**src/emp_pkg.sv**
```systemverilog
// emp_pkg: constants and types shared by the expansion memory port.
// assumes a 100 MHz device clock and synchronous active-high reset.
package emp_pkg;

  // ==========================================================
  // timing
  localparam int CLK_PERIOD_NS    = 10;
  localparam int STROBE_TIME_NS   = 20;
  localparam int STROBE_CYCLES    =
    (STROBE_TIME_NS + CLK_PERIOD_NS - 1) / CLK_PERIOD_NS;
  localparam int ACCESS_TIME_NS   = 30;
  localparam int ACCESS_CYCLES    =
    (ACCESS_TIME_NS + CLK_PERIOD_NS - 1) / CLK_PERIOD_NS;
  localparam int SLOW_EXTRA_CYCLES = 2;

  // ==========================================================
  // widths and straps
  localparam int ADDR_W       = 20;
  localparam int WIDE_ADDR_W  = 16;
  localparam int SIZE_W       = 3;
  localparam logic [2:0] SIZE_16K  = 3'h0;
  localparam logic [2:0] SIZE_64K  = 3'h2;
  localparam logic [2:0] SIZE_NONE = 3'h7;
  localparam int ROM_EN_BIT   = 0;
  localparam int IRQ_TOTEM_BIT = 3;

  // ==========================================================
  // types
  typedef enum logic [1:0] {EMP_BYTE_HI, EMP_BYTE_MID, EMP_BYTE_LO}
    emp_byte_t;

endpackage

```
**src/emp_lane_if.sv**
```systemverilog
// emp_lane_if: byte lane routing signals between core and lane mux.
// assumes one clock domain; pure combinational carriage.
`timescale 1ns/1ps
interface emp_lane_if;
  logic       big_endian;
  logic [1:0] byte_index;
  logic [1:0] lane;

  modport core (output big_endian, output byte_index, input lane);
  modport mux  (input big_endian, input byte_index, output lane);
endinterface

```
**src/emp_lane_map.sv**
```systemverilog
// emp_lane_map: maps byte order within a word to a pci byte lane.
// assumes byte_index counts transfer order, 0 first.
`timescale 1ns/1ps
module emp_lane_map
  import emp_pkg::*;
(
  emp_lane_if.mux lif
);

  // ==========================================================
  // lane selection
  always_comb
  begin
    if (lif.big_endian)
      lif.lane = 2'h3 - lif.byte_index; // RULE_12
    else
      lif.lane = lif.byte_index;        // RULE_10
  end

endmodule // emp_lane_map

```
**src/emp_port.sv**
```systemverilog
// emp_port: external eprom/flash port with multiplexed address bus.
// assumes straps are stable while strap_load is high after reset.
// Operation
// RULE_01: build up to 20-bit address sent bytewise into external latches
// RULE_02: drive most significant address byte first, least significant last
// RULE_03: low strobe latches least significant address byte
// RULE_04: middle strobe latches address bits 15-8
// RULE_05: high strobe used only for wide memory strap and rom enable
// RULE_06: assert write enable low when writing flash
// RULE_07: assert output enable low during reads
// RULE_08: assert chip enable low during accesses
// RULE_09: after address, bus carries write data or samples read data
// RULE_10: little order, scsi-to-pci first byte to lane zero ascending
// RULE_11: little order, pci-to-scsi sends lane zero first ascending
// RULE_12: big order, scsi-to-pci first byte to lane three descending
// RULE_13: big order, pci-to-scsi sends lane three first descending
// RULE_14: little order flash write, lane zero to location zero ascending
// RULE_15: big order flash write, lane three to location zero descending
// RULE_16: interrupt low while service needed; open drain or totem pole
// RULE_17: test result on access pin only while test input low
// RULE_18: slow strap adds two cycles of data access time
// RULE_19: 3-bit size strap, 16 KB doubling, 111 means none
// RULE_20: hold address around strobes; strobes finish before enables
`timescale 1ns/1ps
module emp_port
  import emp_pkg::*;
(
  input  wire logic              clk,
  input  wire logic              sys_rst,
  // straps, sampled from the bus while strap_load is high
  input  wire logic              strap_load,
  // access request
  input  wire logic              req_valid,
  output logic                   req_ready,
  input  wire logic              req_write,
  input  wire logic [ADDR_W-1:0] req_addr,
  input  wire logic [31:0]       req_wdata,
  input  wire logic [1:0]        req_byte,
  output logic                   rsp_valid,
  output logic [31:0]            rsp_rdata,
  output logic                   rsp_error,
  // scsi stream lane routing
  input  wire logic              byte_order_select,
  input  wire logic [1:0]        stream_index,
  output logic [1:0]             stream_lane,
  // configuration bits
  input  wire logic              rom_base_enable,
  input  wire logic [7:0]        dma_control_reg,
  // external memory pins
  input  wire logic [7:0]        mem_addr_data_bus_in,
  output logic [7:0]             mem_addr_data_bus_out,
  output logic                   mem_addr_data_bus_oe,
  output logic                   addr_strobe_low,
  output logic                   addr_strobe_mid,
  output logic                   addr_strobe_high_out,
  output logic                   addr_strobe_high_oe,
  output logic                   mem_write_en_n,
  output logic                   mem_output_en_n,
  output logic                   mem_chip_en_n,
  output logic [10:0]            mem_size_kb,
  output logic                   mem_present,
  // interrupt pin
  input  wire logic              irq_pending,
  output logic                   irq_n_out,
  output logic                   irq_n_oe,
  // access indicator / test out
  input  wire logic              test_input_n,
  input  wire logic              and_tree_result,
  input  wire logic              local_access,
  output logic                   mem_access_test_out
);

  typedef enum {ST_IDLE, ST_ADDR, ST_STROBE, ST_HOLD, ST_DATA, ST_DONE}
    emp_state_t;

  emp_state_t          state_reg;
  emp_byte_t           byte_reg;
  logic [3:0]          cnt_reg;
  logic [SIZE_W-1:0]   size_reg;
  logic                slow_reg;
  logic                write_reg;
  logic [ADDR_W-1:0]   addr_reg;
  logic [7:0]          data_reg;
  logic [1:0]          lane_reg;
  logic [31:0]         rdata_reg;
  logic                valid_reg;
  logic                err_reg;
  logic [3:0]          data_cycles;
  logic                wide;
  logic [ADDR_W-1:0]   limit;

  emp_lane_if stream_if ();
  emp_lane_if mem_if ();

  emp_lane_map u_stream_map (.lif(stream_if));
  emp_lane_map u_mem_map    (.lif(mem_if));

  // ==========================================================
  // lane routing
  assign stream_if.big_endian = byte_order_select;      // RULE_11
  assign stream_if.byte_index = stream_index;           // RULE_13
  assign stream_lane          = stream_if.lane;
  assign mem_if.big_endian    = byte_order_select;      // RULE_15
  assign mem_if.byte_index    = req_byte;               // RULE_14

  // ==========================================================
  // straps
  always_ff @(posedge clk)
  begin
    if (sys_rst)
    begin
      size_reg <= SIZE_NONE;
      slow_reg <= 1'b0;
    end
    else if (strap_load)
    begin
      size_reg <= mem_addr_data_bus_in[3:1];            // RULE_19
      slow_reg <= ~mem_addr_data_bus_in[0];             // RULE_18
    end
  end

  assign mem_present = (size_reg != SIZE_NONE);         // RULE_19
  assign mem_size_kb = mem_present ?
                       (11'h010 << size_reg) : 11'h000;
  // more than 16 address bits needs 128 KB or larger
  assign wide  = mem_present && (size_reg > SIZE_64K)
                 && rom_base_enable;                    // RULE_05
  assign limit = mem_present ?
                 ADDR_W'((32'h4000 << size_reg) - 1) : '0;
  assign data_cycles = 4'(ACCESS_CYCLES)
                       + (slow_reg ? 4'(SLOW_EXTRA_CYCLES) : 4'h0);

  // ==========================================================
  // access sequencer
  assign req_ready = (state_reg == ST_IDLE);

  always_ff @(posedge clk)
  begin
    if (sys_rst)
    begin
      state_reg <= ST_IDLE;
      byte_reg  <= EMP_BYTE_HI;
      cnt_reg   <= 4'h0;
      write_reg <= 1'b0;
      addr_reg  <= '0;
      data_reg  <= 8'h00;
      lane_reg  <= 2'h0;
    end
    else
    begin
      unique case (state_reg)
        ST_IDLE:
        begin
          if (req_valid && mem_present && (req_addr <= limit))
          begin
            write_reg <= req_write;
            addr_reg  <= req_addr;                      // RULE_01
            lane_reg  <= mem_if.lane;
            data_reg  <= req_wdata[mem_if.lane*8 +: 8];
            byte_reg  <= wide ? EMP_BYTE_HI : EMP_BYTE_MID; // RULE_02
            state_reg <= ST_ADDR;
          end
        end
        ST_ADDR:
        begin
          // setup cycle: byte already on the bus before strobe
          cnt_reg   <= 4'(STROBE_CYCLES);
          state_reg <= ST_STROBE;                       // RULE_20
        end
        ST_STROBE:
        begin
          if (cnt_reg > 4'h1)
            cnt_reg <= cnt_reg - 4'h1;
          else
            state_reg <= ST_HOLD;
        end
        ST_HOLD:
        begin
          // hold cycle keeps the byte after the strobe rises
          if (byte_reg == EMP_BYTE_LO)
          begin
            cnt_reg   <= data_cycles;
            state_reg <= ST_DATA;                       // RULE_20
          end
          else
          begin
            byte_reg  <= (byte_reg == EMP_BYTE_HI) ?
                         EMP_BYTE_MID : EMP_BYTE_LO;    // RULE_02
            state_reg <= ST_ADDR;
          end
        end
        ST_DATA:
        begin
          if (cnt_reg > 4'h1)
            cnt_reg <= cnt_reg - 4'h1;                  // RULE_18
          else
            state_reg <= ST_DONE;
        end
        ST_DONE:
          state_reg <= ST_IDLE;
      endcase
    end
  end

  // ==========================================================
  // read data capture and response
  always_ff @(posedge clk)
  begin
    if (sys_rst)
    begin
      rdata_reg <= 32'h0000_0000;
      valid_reg <= 1'b0;
      err_reg   <= 1'b0;
    end
    else
    begin
      valid_reg <= 1'b0;
      err_reg   <= 1'b0;
      if (state_reg == ST_DATA && cnt_reg == 4'h1)
      begin
        valid_reg <= 1'b1;
        if (!write_reg)
          rdata_reg[lane_reg*8 +: 8] <= mem_addr_data_bus_in; // RULE_09
      end
      else if (state_reg == ST_IDLE && req_valid &&
               !(mem_present && (req_addr <= limit)))
      begin
        valid_reg <= 1'b1;
        err_reg   <= 1'b1;
      end
    end
  end

  assign rsp_valid = valid_reg;
  assign rsp_rdata = rdata_reg;
  assign rsp_error = err_reg;

  // ==========================================================
  // pin drive
  logic addr_phase;
  logic [7:0] addr_byte;

  assign addr_phase = (state_reg == ST_ADDR) || (state_reg == ST_STROBE)
                      || (state_reg == ST_HOLD);

  always_comb
  begin
    unique case (byte_reg)
      EMP_BYTE_HI:  addr_byte = {4'h0, addr_reg[19:16]};
      EMP_BYTE_MID: addr_byte = addr_reg[15:8];
      EMP_BYTE_LO:  addr_byte = addr_reg[7:0];
      default:      addr_byte = 8'h00;
    endcase
  end

  always_ff @(posedge clk)
  begin
    if (sys_rst)
    begin
      mem_addr_data_bus_out <= 8'h00;
      mem_addr_data_bus_oe  <= 1'b0;
      addr_strobe_low       <= 1'b1;
      addr_strobe_mid       <= 1'b1;
      addr_strobe_high_out  <= 1'b1;
      mem_write_en_n        <= 1'b1;
      mem_output_en_n       <= 1'b1;
      mem_chip_en_n         <= 1'b1;
    end
    else
    begin
      mem_addr_data_bus_out <= addr_phase ? addr_byte : data_reg; // RULE_09
      mem_addr_data_bus_oe  <= addr_phase ||
                               (state_reg == ST_DATA && write_reg);
      addr_strobe_low  <= ~(state_reg == ST_STROBE &&
                            byte_reg == EMP_BYTE_LO);   // RULE_03
      addr_strobe_mid  <= ~(state_reg == ST_STROBE &&
                            byte_reg == EMP_BYTE_MID);  // RULE_04
      addr_strobe_high_out <= ~(state_reg == ST_STROBE &&
                                byte_reg == EMP_BYTE_HI); // RULE_05
      mem_chip_en_n    <= ~(state_reg == ST_DATA);      // RULE_08
      mem_output_en_n  <= ~(state_reg == ST_DATA && !write_reg); // RULE_07
      mem_write_en_n   <= ~(state_reg == ST_DATA && write_reg &&
                            cnt_reg != 4'h1);           // RULE_06
    end
  end

  // gpio pin stays an input unless wide memory is enabled
  assign addr_strobe_high_oe = wide;                    // RULE_05

  // ==========================================================
  // interrupt and test out
  // open drain drives only the low level; pull-up is external
  assign irq_n_out = ~irq_pending;                      // RULE_16
  assign irq_n_oe  = irq_pending ||
                     dma_control_reg[IRQ_TOTEM_BIT];    // RULE_16

  assign mem_access_test_out = test_input_n ? local_access
                                            : and_tree_result; // RULE_17

endmodule // emp_port

```
**config.mk**
```make
export PLATFORM = sky130hd
export DESIGN_NAME = emp_port
export DESIGN_NICKNAME = d
export VERILOG_FILES = /design/src/emp_pkg.sv /design/src/emp_lane_if.sv /design/src/emp_lane_map.sv /design/src/emp_port.sv
export SDC_FILE = /design/constraint.sdc
export NUM_CORES = 1
export LEC_CHECK = 0
export BUFFER_PORTS_ARGS = -buffer_cell sky130_fd_sc_hd__buf_2
export CAP_MARGIN = 5
export CORE_MARGIN = 8
export CORE_UTILIZATION = 40
export CTS_BUF_LIST = sky130_fd_sc_hd__clkbuf_2 sky130_fd_sc_hd__clkbuf_4 sky130_fd_sc_hd__clkbuf_8
export CTS_CLUSTER_DIAMETER = 150
export DETAILED_ROUTE_END_ITERATION = 12
export PLACE_DENSITY = 0.69
export SLEW_MARGIN = 30
export SYNTH_ARGS = -nofsm -noshare
export SYNTH_HDL_FRONTEND = slang
export SYNTH_HIERARCHICAL = 1
export SYNTH_SLANG_ARGS = --single-unit
```
**constraint.sdc**
```tcl
create_clock -name clk -period 3.5 [get_ports clk]
set_clock_uncertainty 0.2 [all_clocks]
set_input_delay 0.525 -clock clk [delete_from_list [all_inputs] [get_ports clk]]
set_output_delay 0.525 -clock clk [all_outputs]
set_load 0.03 [all_outputs]
```
# After elaboration in Yosys (flattened, before gate mapping)
# Cells that the tools add are included.
[op_classes]
add_sub_neg = 6
mul = 0
div = 0
magnitude_cmp = 3
eq_ne = 20
shift = 5
n_mux = 24
bitwise_logic = 9
n_reduce_logical = 32
[op_table]
columns = ["cell", "n"]
rows = [
  ["one-hot mux 32 bit (6 select lines)", 1],
  ["== test 32 x 3 -> 1 bit, second input constant", 4],
  ["== test 32 x 2 -> 1 bit, second input constant", 3],
  ["2-to-1 mux 32 bit", 3],
  ["zero test 32 bit", 2],
  ["negation 5 -> 34 bit", 1],
  ["variable shift 8 x 34 -> 32 bit, first input constant", 1],
  ["variable part select 8 x 34 -> 32 bit", 1],
  ["bitwise mux 32 bit", 1],
  ["== test 32 x 1 -> 1 bit, second input constant", 1],
  ["== test 32 x 4 -> 1 bit, second input constant", 1],
  ["variable part select 32 x 6 -> 8 bit", 1],
  ["one-hot mux 8 bit (3 select lines)", 1],
  ["<= comparator 20 bit", 1],
  ["2-to-1 mux 20 bit", 1],
  ["left shift 15 x 3 -> 20 bit, first input constant", 1],
  ["subtractor 20 x 1 -> 20 bit, second input constant", 1],
  ["logical AND 1 bit", 14],
  ["2-to-1 mux 2 bit", 6],
  ["one-hot mux 4 bit (3 select lines)", 1],
  ["2-to-1 mux 11 bit", 1],
  ["left shift 5 x 3 -> 11 bit, first input constant", 1],
  ["inequality test 2 bit, second input constant", 5],
  ["NOT 1 bit", 9],
  ["24 further kinds", 37],
]
[word_totals]
regBits = 122
latchBits = 0
mem_bits_rw = 0
romBits = 0
input_bits = 83
out_inout_bits = 68
wordCells = 119
n_memories = 0

# Logic depth before layout (Yosys ltp)
# Gate-level depths: netlist (run 1).
[logic_depth]
ltp_word = 9
depth_mapped = 16
ltp_nobuf = 14

# Modules after synthesis
# The synthesis (run 1) kept the hierarchy.
[modules_own_cells]
columns = ["mod", "instances", "cells_per_inst", "area_per_inst_um2", "seq_area_each_um2"]
rows = [
  ["emp_port", 1, 570, 4903.5, 1861.8],
  ["emp_lane_map", 2, 2, 17.5, 0.0],
]

# Worst setup path before layout (run 1)
# OpenSTA, ideal clock, no wires.
[synth_timing]
kind = "flip-flop to flip-flop"
startpoint = "register size_reg[1]"
endpoint = "register addr_reg[11]"
setup_ns = 0.132
t_arrival_ns = 3.049
required_time_ns = 3.168
setup_slack_ns = 0.119
path_stages_with_launch = 17
path_buffers = 3
synth_period_minus_slack_ns = 3.381
cell_sequence = "dfxtp_1 -> clkbuf_1 -> or3_1 -> ha_1 -> nor2_1 -> nand2_1 -> a21oi_1 -> a21oi_1 -> ha_1 -> nand4_4 -> nor4_4 -> a21boi_2 -> and4b_1 -> buf_6 -> buf_6 -> o2111ai_1 -> a21oi_1"
[synth_between]
elab_chain_len = 6
word_cells_on_any_way = 8
cone_classes = "add/sub (1); order compare (1); eq/ne (1); shift (1); mux (1); reduce/logical (3)"
[synth_lines]
columns = ["element", "line_no", "source"]
rows = [
  ["start, declared", "emp_port.sv:79", "logic [SIZE_W-1:0] size_reg;"],
  ["start signal, assigned", "emp_port.sv:117", "size_reg <= mem_addr_data_bus_in[3:1];"],
  ["left shift 15 x 3 -> 20 bit", "emp_port.sv:129", "ADDR_W'((32'h4000 << size_reg) - 1) : '0;"],
  ["subtractor 20 x 1 -> 20 bit", "emp_port.sv:129", ""],
  ["2-to-1 mux 20 bit", "emp_port.sv:128", "assign limit = mem_present ?"],
  ["<= comparator 20 bit", "emp_port.sv:154", "if (req_valid && mem_present && (req_addr <= limit))"],
  ["logical AND 1 bit *", "emp_port.sv:154", ""],
  ["AND reduction 2 bit (no line) *", "n/a", ""],
  ["end signal, assigned", "emp_port.sv:157", "addr_reg <= req_addr;"],
  ["end, declared", "emp_port.sv:82", "logic [ADDR_W-1:0] addr_reg;"],
]
# Mark *: on every way between the ends. The rest lies on a longest branch, timed or not.
# A chain may end at the register's enable or synchronous reset.

# Final worst setup path (run 1)
[layout_timing]
startpoint = "register size_reg[0]"
endpoint = "register byte_reg[1]"
[layout_between]
elab_chain_len = 7
word_cells_on_any_way = 9
cone_classes = "add/sub (1); order compare (1); eq/ne (2); shift (1); mux (1); reduce/logical (3)"
[layout_lines]
columns = ["element", "line_no", "source"]
rows = [
  ["left shift 15 x 3 -> 20 bit", "emp_port.sv:129", ""],
  ["subtractor 20 x 1 -> 20 bit", "emp_port.sv:129", ""],
  ["2-to-1 mux 20 bit", "emp_port.sv:128", ""],
  ["<= comparator 20 bit", "emp_port.sv:154", ""],
  ["logical AND 1 bit *", "emp_port.sv:154", ""],
  ["inequality test 2 bit (no line) *", "n/a", ""],
  ["AND reduction 3 bit (no line) *", "n/a", ""],
  ["end signal, assigned", "emp_port.sv:160", "byte_reg <= wide ? EMP_BYTE_HI : EMP_BYTE_MID;"],
  ["end signal, assigned", "emp_port.sv:187", "byte_reg <= (byte_reg == EMP_BYTE_HI) ?"],
  ["end, declared", "emp_port.sv:77", "emp_byte_t byte_reg;"],
]
# Marked as above.

==> results.sh, run 1 <==
export IMPL_r2r_cells=16
export IMPL_cts_root_buf="clkbuf_8"
export IMPL_setup_viol=0
export IMPL_clockBufferDepth=2
export IMPL_synthArstFlopShare_pct=0
export IMPL_drc=0
export IMPL_worst_path_stages=16
export IMPL_seq_area_frac_synth_pct=37.7
export IMPL_max_stage_delay_ns=0.38
export IMPL_synth_flop_cell="dfxtp_1"
export IMPL_drt_total_wl_um=14400
export IMPL_fin_nets=810
export IMPL_post_route_min_period_ns=3.40
export IMPL_hold_viol=0
export IMPL_powerDensity_nw_per_um2=466
export IMPL_dp_worst_setup_slack_ns=-0.0423
export IMPL_first_global_vias=4775
export IMPL_design_area_um2=6060
export IMPL_dpl_cell_area_um2=5770
export IMPL_grt_pass1_wl_um=23300
export IMPL_die_width_um=127
export IMPL_io_buffers=139
export IMPL_die_h_um=127
export IMPL_hold_depth=2
export IMPL_worst_slew_pin_slew_ns=0.994
export IMPL_final_util_pct=50.4
export IMPL_cts_tree="done"
export IMPL_maxSlewViolCount=0
export IMPL_cap_violations=0
export IMPL_antenna_left=0
export IMPL_vias=4733
export IMPL_crit_family="simple AND/OR/NAND/NOR gates"
export IMPL_clock_sinks=93
export IMPL_cts_setup_buffers=0
export IMPL_layout_drive_gt1_share_pct=30.0
export IMPL_layout_common_cells="buf_2 (139), dfxtp_1 (92), nand2_1 (78)"
export IMPL_synth_edf_count=0
export IMPL_initial_core_util_pct=41.1
export IMPL_slew_headroom_pct=33.6
export IMPL_layout_worst_path_cycle_share_pct=97.3
export IMPL_layout_commonest_cell="buf_2"
export IMPL_fin_total_pwr_w=0.00282
export IMPL_vdd_drop_max_mv=0.245
export IMPL_path_class="reg2reg"
export IMPL_ys_seq_elements=93
export IMPL_dr_pass1_iters=5
export IMPL_syn_area_um2=4940
export IMPL_largest_reg_flops=32
export IMPL_track_usage_pct=17.4
export IMPL_power_share_switching_pct=38.1
export IMPL_share_comb_of_total_power_pct=32.6
export IMPL_drt_vias_per_instance=5.56
export IMPL_n_fill_cell=1162
export IMPL_diodes=0
export IMPL_htree_levels=3
export IMPL_clkLatencyLatePin_ns=0.38
export IMPL_finalWorstSetupSlack_ns=0.0958
export IMPL_cp_cell_sequence="inv_1 > or3_4 > ha_4 > nor2_1 > nand2_1 > a21oi_1 > a21oi_1 > ha_1 > nand4_4 > buf_4 > nor3_4 > a21oi_2 > nand4b_1 > o21a_1 > buf_12 > a31o_1"
export IMPL_cp_arrival_ns=3.48
export IMPL_rows=40
export IMPL_cellLeakagePower_nw=2.51
export IMPL_critPathBufInv=3
export IMPL_hold_class="in2reg"
export IMPL_numCtsBuffers=9
export IMPL_dp_cells=835
export IMPL_outcome="completed"
export IMPL_crit_path_end_kind="register"
export IMPL_max_freq_mhz=294
export IMPL_ctsHoldBuffers=0
export IMPL_required_ns=3.58
export IMPL_dp_hpwl_um=11100
export IMPL_p_int_w=0.00175
export IMPL_netSwitchingPower_w=0.00108
export IMPL_netlist_instances=574
export IMPL_slowest_stage="dfxtp_4"
export IMPL_crit_path_frequent_cell="a21oi_1"
export IMPL_finalNonFillerCells=851
export IMPL_yosysUniqueCellTypes=53
export IMPL_cp_start_kind="register"
export IMPL_pwr_share_seq_pct=42.7
export IMPL_yosys_warnings=6
export IMPL_path_clk_slew_ns=0.10
export IMPL_grt_max_degree=51
export IMPL_coreArea_um2=12000
export IMPL_wl_per_cell_um=16.9
export IMPL_pin_count=151
export IMPL_pwr_share_clk_pct=24.7
export IMPL_antenna_found_initial=1
export IMPL_areaGrowthSynthToFinish_pct=22.7
export IMPL_gp_congestion=0.837
export IMPL_crit_fanout=9
export IMPL_die_area_um2=16200
export IMPL_syn_avg_cell_area_um2=8.60
export IMPL_grt_overflow_total=0
export IMPL_initialDrtViolationCount=245
[repair_timing]
| action | 4_1_cts | 5_1_grt |
|---|---|---|
| pin swaps | 0 | 4 |
| hold endpoints to repair | 0 | 0 |
| gates resized for setup | 3 | 15 |
| setup endpoints to repair | 17 | 37 |
[layout make-up]
| class | count | area, µm² | share of cell area, % |
|---|---|---|---|
| Tap cell | 147 | 184 | 3.04 |
| Timing Repair Buffer | 161 | 877 | 14.5 |
| Sequential cell | 93 | 1870 | 30.8 |
| Inverter | 15 | 56.3 | 0.929 |
| Clock buffer | 9 | 124 | 2.04 |
| Clock inverter | 7 | 67.6 | 1.12 |
| Multi-Input combinational cell | 419 | 2880 | 47.6 |
[metrics by stage]
step	hold WS [ns]	TNS, ns
floorplan	0.216	0
global placement	0.237	0
detailed placement	0.242	-0.0792
CTS	0.200	0
global route	0.201	-0.608
finish	0.205	0
[cell families after synthesis]
| family | share of synthesized area [%] |
|---|---|
| and+or+nand+nor | 19.1 |
| AOI/OAI and AO/OA | 21.6 |
| DFF | 37.7 |
| buffers and inverters | 6.03 |
| adders and majority gates | 7.09 |
| muxes | 7.14 |
| xor gates and xnor gates | 1.24 |
| other | 0.0759 |
[layer usage]
layer  part of all wire (%)  global-route usage, %  routed length, µm  vias to the layer above
li1                       -                      -                  -                     2322
met1                     44                   21.0               6260                     2209
met2                     46                   28.8               6620                      176
met3                    8.6                   6.24               1240                       24
met4                    1.8                   4.55                256                        2
met5                  0.069                      0                 10                        -
[power by group through the flow]
| stage | clock, W | sequential (W) | combinational [W] |
|---|---|---|---|
| 3_5_place_dp | 0 | 0.00123 | 0.000896 |
| 3_3_place_gp | 0 | 0.00123 | 0.000867 |
| 2_1_floorplan | 0 | 0.00128 | 0.000573 |
| 5_1_grt | 0.000767 | 0.00122 | 0.00101 |
| 4_1_cts | 0.000717 | 0.00121 | 0.000904 |
| 6_report | 0.000698 | 0.00121 | 0.000919 |
[synth_stat cells, types with 2 or more instances]
library cell,number,area [µm²]
mux2i_1,15,150
a21o_1,4,30.0
buf_4,5,37.5
xor2_1,6,52.6
nor2_1,23,86.3
nand3_1,35,175
buf_6,3,33.8
dfxtp_1,93,1860
a21oi_1,76,380
nand4_1,4,25.0
nor3b_1,5,37.5
buf_2,9,45.0
nand2_1,78,293
nor3_1,6,30.0
nand2b_1,6,37.5
mux4_2,8,180
a211oi_1,9,67.6
mux2_2,2,22.5
clkbuf_1,32,120
o2111ai_1,23,201
o21ai_0,11,55.1
inv_1,15,56.3
o211ai_1,25,188
and2_1,8,50.1
or2_2,2,12.5
nor2b_1,7,43.8
nand3b_1,2,15.0
o21a_1,3,22.5
ha_1,28,350
a311oi_1,2,17.5
a22oi_1,5,37.5
or3_1,3,18.8
[path summary, 6_finish.rpt]
path	start	endpoint	slack, ns
worst min-delay path	mem_addr_data_bus_in[0]	slow_reg$_SDFFE_PP0P_	0.21
worst min register to register	rsp_rdata[18]$_SDFFE_PP0P_	rsp_rdata[18]$_SDFFE_PP0P_	0.25
worst max register to register	size_reg[0]$_SDFFE_PP1P_	byte_reg[1]$_SDFFE_PP0P_	0.1
worst max-delay path	size_reg[0]$_SDFFE_PP1P_	byte_reg[1]$_SDFFE_PP0P_	0.1
(Power assumes the default switching activity.)
==> run 2, diff against run 1 <==
ABC_AREA = 1   (was unset)
HOLD_SLACK_MARGIN = 0.03   (was unset)
==> results.sh, run 2 <==
export IMPL_seq_area_frac_synth_pct=38.5
export IMPL_maxSlewViolCount=0
export IMPL_rows=40
export IMPL_register_area_um2=1860
export IMPL_powerDensity_nw_per_um2=478
export IMPL_syn_avg_cell_area_um2=6.94
export IMPL_met2RoutedLength_um=5980
export IMPL_yosys_warnings=6
export IMPL_fin_hold_ws_ns=0.213
export IMPL_crit_fanout=9
export IMPL_setup_viol=0
export IMPL_design_area_um2=5810
export IMPL_io_buffers=139
export IMPL_layout_commonest_cell="buf_2"
export IMPL_first_global_vias=4564
export IMPL_ctsHoldBuffers=0
export IMPL_grt_pass1_wl_um=21900
export IMPL_vdd_drop_max_mv=0.258
export IMPL_wl_met3_um=722
export IMPL_ys_seq_elements=93
export IMPL_slew_headroom_pct=42.6
export IMPL_cp_arrival_ns=3.29
export IMPL_crit_path_end_kind="register"
export IMPL_pin_count=151
export IMPL_largest_reg_flops=32
export IMPL_n_fill_cell=1238
export IMPL_slowest_stage="dfxtp_1"
export IMPL_netlist_instances=696
export IMPL_yosysMostFrequentCell="nand2_1"
export IMPL_cp_start_kind="register"
export IMPL_clkLatencyLatePin_ns=0.35
export IMPL_grt_max_degree=54
export IMPL_grt_overflow_total=0
export IMPL_worst_slew_pin_slew_ns=0.855
export IMPL_wl_per_cell_um=13.5
export IMPL_gp_congestion=0.831
export IMPL_synth_common_cells="nand2_1 (135), dfxtp_1 (93), inv_1 (90), a21oi_1 (86), nor2_1 (73)"
export IMPL_outcome="completed"
export IMPL_layout_worst_path_cycle_share_pct=91.4
export IMPL_die_width_um=126
export IMPL_cts_root_buf="clkbuf_8"
export IMPL_worst_path_stages=17
export IMPL_syn_area_um2=4830
export IMPL_max_stage_delay_ns=0.38
export IMPL_hold_depth=2
export IMPL_initial_core_util_pct=40.6
export IMPL_crit_family="simple AND/OR/NAND/NOR gates"
export IMPL_antenna_left=0
export IMPL_wl_met1_um=6270
export IMPL_clock_sinks=93
export IMPL_layout_common_cells="buf_2 (139), nand2_1 (135), dfxtp_1 (93)"
export IMPL_dpl_cell_area_um2=5590
export IMPL_die_h_um=126
export IMPL_initialDrtViolationCount=240
export IMPL_antenna_found_initial=0
export IMPL_synth_area_leader_cell="dfxtp_1"
export IMPL_drc=0
export IMPL_layout_drive_gt1_share_pct=21.7
export IMPL_required_ns=3.59
export IMPL_cellLeakagePower_nw=2.69
export IMPL_cp_cell_sequence="nor2_1 > inv_1 > nor2_1 > inv_1 > ha_1 > or2_2 > ha_1 > nand2_1 > nor2_1 > nand2_1 > nor2_2 > nand4_2 > a21oi_4 > buf_4 > buf_4 > nand3_1 > a21oi_1"
export IMPL_synthTopCellsByArea="dfxtp_1 (39%), nand2_1 (10%), a21oi_1 (8.9%), ha_1 (7.2%), inv_1 (7.0%)"
export IMPL_path_clk_slew_ns=0.09
export IMPL_fin_total_pwr_w=0.00278
export IMPL_synth_edf_count=0
export IMPL_htree_levels=3
export IMPL_diodes=0
export IMPL_yosysTopAreaCellShare_pct=38.5
export IMPL_hold_viol=0
export IMPL_vias=4664
export IMPL_path_class="reg2reg"
export IMPL_yosysUniqueCellTypes=35
export IMPL_multi_input_area_um2=2460
export IMPL_critPathBufInv=4
export IMPL_dr_pass1_iters=4
export IMPL_fin_nets=935
export IMPL_synth_flop_cell="dfxtp_1"
export IMPL_areaGrowthSynthToFinish_pct=20.3
export IMPL_synthArstFlopShare_pct=0
export IMPL_dp_hpwl_um=9950
export IMPL_drt_total_wl_um=13100
export IMPL_post_route_min_period_ns=3.20
export IMPL_max_freq_mhz=313
export IMPL_track_usage_pct=16.5
export IMPL_numCtsBuffers=9
export IMPL_fin_tns_setup_ns=0
export IMPL_cts_tree="done"
export IMPL_clockBufferDepth=2
export IMPL_r2r_cells=17
export IMPL_cap_violations=0
export IMPL_coreArea_um2=11900
export IMPL_hold_class="in2reg"
export IMPL_topRoutingLayerUsed="met4"
export IMPL_rsz0062_at_grt="no"
export IMPL_die_area_um2=15900
export IMPL_crit_path_frequent_cell="nor2_1"
export IMPL_final_util_pct=48.8
export IMPL_drt_vias_per_instance=4.78
## run 2: cell count changes after synthesis, moves of 23 or more
| cell | before | now |
|---|---|---|
| inv_1 | 15 | 90 |
| o211ai_1 | 25 | 1 |
| nand2_1 | 78 | 135 |
| nor2_1 | 23 | 73 |
| o2111ai_1 | 23 | 0 |
| o21ai_0 | 11 | 59 |
## run 2: final cells by class
type	count	share of cell area (%)
clock buffer	10	2.26
clock inverter	6	1.23
inverter	92	5.94
multi-input combinational	481	42.3
sequential	93	32.0
tap	147	3.16
timing repair buffer	147	13.1
## run 2: path summary, 6_finish.rpt
check	from	slack [ns]	endpoint
setup / recovery	size_reg[1]$_SDFFE_PP1P_	0.30	addr_reg[3]$_SDFFE_PP0P_
hold / removal	mem_addr_data_bus_in[0]	0.21	slow_reg$_SDFFE_PP0P_
setup reg to reg	size_reg[1]$_SDFFE_PP1P_	0.30	addr_reg[3]$_SDFFE_PP0P_
hold reg to reg	rsp_rdata[31]$_SDFFE_PP0P_	0.24	rsp_rdata[31]$_SDFFE_PP0P_
## run 2: per-stage QoR
step / std cells / worst slack (ns)
floorplan: 699 / 0.179
global placement: 958 / 0.133
detailed placement: 958 / 0.100
CTS: 974 / 0.0624
global route: 976 / 0.0318
finish: 976 / 0.300
## run 2: cells by family after synthesis
logic type / share of synthesized area [%]
buffers and inverters: 11.1
XOR/XNOR: 0.362
multiplexers: 0.233
flip-flops: 38.5
other: 0.0776
AO/OA/AOI/OAI: 17.8
adder cells (fa/ha/maj): 7.25
AND/OR/NAND/NOR: 24.7
## run 2: timing repair
action                     in CTS  in global routing
gates resized for setup         0                  2
setup endpoints to repair       0                 33
setup buffers                   0                  2
hold endpoints to repair        0                  0
## run 2: power by group
group	switching, W	internal [W]
clock network	0.000388	0.000345
registers	0.0000560	0.00114
logic	0.000577	0.000271
## run 2: metal layers
layer | track usage [%] | vias up
li1 | - | 2512
met1 | 21.0 | 2031
met2 | 27.0 | 108
met3 | 4.14 | 13
met4 | 4.53 | 0
met5 | 0 | -
==> run 3, diff against run 2 <==
PLACE_DENSITY = 0.67   (was 0.69)
clock period = 3.4 ns   (was 3.5 ns; I/O delays follow)
==> results.sh, run 3 (synthesized netlist as in run 2, its figures left out) <==
export IMPL_outcome="completed"
export IMPL_maxSlewViolCount=0
export IMPL_fin_total_pwr_w=0.00280
export IMPL_vias=4744
export IMPL_worst_slew_pin_slew_ns=0.563
export IMPL_netSwitchingPower_w=0.00104
export IMPL_dp_hpwl_um=10100
export IMPL_grt_overflow_total=0
export IMPL_cts_tree="done"
export IMPL_grt_max_degree=54
export IMPL_cts_root_buf="clkbuf_8"
export IMPL_fin_nets=941
export IMPL_cellLeakagePower_nw=2.70
export IMPL_design_area_um2=5840
export IMPL_antenna_found_initial=0
export IMPL_die_h_um=126
export IMPL_diodes=0
export IMPL_required_ns=3.42
export IMPL_initial_core_util_pct=40.6
export IMPL_layout_commonest_cell="buf_2"
export IMPL_pwr_share_clk_pct=24.4
export IMPL_drc=0
export IMPL_cap_violations=0
export IMPL_finalWorstSetupSlack_ns=0.240
export IMPL_track_usage_pct=16.2
export IMPL_die_area_um2=15900
export IMPL_slew_headroom_pct=62.4
export IMPL_n_fill_cell=1258
export IMPL_clock_sinks=93
export IMPL_fin_tns_setup_ns=0
export IMPL_slowest_stage="dfxtp_1"
export IMPL_pwr_share_seq_pct=44.0
export IMPL_layout_worst_path_cycle_share_pct=92.9
export IMPL_p_int_w=0.00175
export IMPL_path_class="reg2reg"
export IMPL_pin_count=151
export IMPL_powerDensity_nw_per_um2=479
export IMPL_ctsHoldBuffers=0
export IMPL_crit_fanout=15
export IMPL_power_share_switching_pct=37.3
export IMPL_crit_path_frequent_cell="nand2_1"
export IMPL_hold_class="in2reg"
export IMPL_grt_pass1_wl_um=21400
export IMPL_htree_levels=3
export IMPL_initialDrtViolationCount=302
export IMPL_layout_common_cells="buf_2 (139), nand2_1 (135), dfxtp_1 (93)"
export IMPL_wl_per_cell_um=13.3
export IMPL_path_clk_slew_ns=0.09
export IMPL_crit_path_end_kind="register"
export IMPL_max_freq_mhz=316
export IMPL_cp_start_kind="register"
export IMPL_rows=40
export IMPL_cp_arrival_ns=3.18
export IMPL_coreArea_um2=11900
export IMPL_largest_reg_flops=32
export IMPL_setup_viol=0
export IMPL_share_comb_of_total_power_pct=31.6
export IMPL_rsz0062_at_grt="no"
export IMPL_dp_worst_setup_slack_ns=0.193
export IMPL_dr_pass1_iters=4
export IMPL_die_width_um=126
export IMPL_vdd_drop_max_mv=0.262
export IMPL_drt_total_wl_um=13100
export IMPL_drt_vias_per_instance=4.84
export IMPL_hold_viol=0
export IMPL_dpl_cell_area_um2=5640
export IMPL_gp_congestion=0.816
export IMPL_io_buffers=139
export IMPL_clockBufferDepth=2
export IMPL_max_stage_delay_ns=0.39
export IMPL_clkLatencyLatePin_ns=0.37
export IMPL_layout_drive_gt1_share_pct=22.3
export IMPL_cp_cell_sequence="inv_1 > nor3_2 > inv_1 > ha_1 > or2_2 > ha_1 > nand2_1 > nor2_1 > nand2_1 > nor2_2 > nand4_2 > a21oi_4 > nand2_2 > buf_4 > nand2_1 > a21oi_1"
export IMPL_first_global_vias=4485
export IMPL_post_route_min_period_ns=3.16
export IMPL_numCtsBuffers=9
export IMPL_antenna_left=0
export IMPL_areaGrowthSynthToFinish_pct=20.8
[run 3: routing by layer]
metal	global-route usage [%]	up-vias	wire length (µm)
met5	0	-	0
met4	3.40	0	55
met3	5.06	4	720
met2	26.6	112	6040
met1	20.5	2112	6260
li1	-	2516	-
[run 3: power by group through the flow]
stage          Combinational (W)  Clock (W)  Sequential [W]
2_1_floorplan           0.000585          0         0.00130
4_1_cts                 0.000883   0.000701         0.00123
6_report                0.000883   0.000682         0.00123
3_5_place_dp            0.000881          0         0.00126
3_3_place_gp            0.000875          0         0.00125
5_1_grt                  0.00100   0.000744         0.00125
[run 3: layout make-up]
cell class                 instances  area (µm²)  share of cell area (%)
clock inverter                     5        36.3                   0.622
timing repair buffer             153         817                    14.0
inverter                          92         345                    5.92
multi-input combinational        481        2450                    42.1
clock buffer                      10         138                    2.36
sequential                        93        1860                    31.9
tap                              147         184                    3.15
[run 3: final timing paths]
kind / end / from / cells after the start / slack, ns
hold reg to reg: mem_write_en_n$_SDFF_PP1_ / write_reg$_SDFFE_PP0P_ / 1 / 0.24
setup / recovery: addr_reg[15]$_SDFFE_PP0P_ / size_reg[0]$_SDFFE_PP1P_ / 16 / 0.24
hold / removal: slow_reg$_SDFFE_PP0P_ / mem_addr_data_bus_in[0] / 2 / 0.20
setup reg to reg: addr_reg[15]$_SDFFE_PP0P_ / size_reg[0]$_SDFFE_PP1P_ / 16 / 0.24
[run 3: what timing repair did]
| action | CTS | global route |
|---|---|---|
| setup endpoints to repair | 0 | 17 |
| resized for setup | 0 | 1 |
| setup buffers | 0 | 2 |
[run 3: critical path, delay by kind of cell, from the launching register on]
| kind | cells | cell delay (ns) |
|---|---|---|
| and+or+nand+nor | 9 | 1.17 |
| DFF | 1 | 0.39 |
| adders and majority gates | 2 | 0.57 |
| AOI/OAI and AO/OA | 2 | 0.32 |
| buffers and inverters | 3 | 0.37 |
[run 3: metrics by stage]
stage	utilization, %	hold WS (ns)	cells
after floorplan	-	0.194	699
after CTS	48.8	0.180	979
after global placement	47.4	0.231	964
final	49.0	0.195	981
after detailed placement	47.4	0.232	964
after global routing	49.0	0.186	981
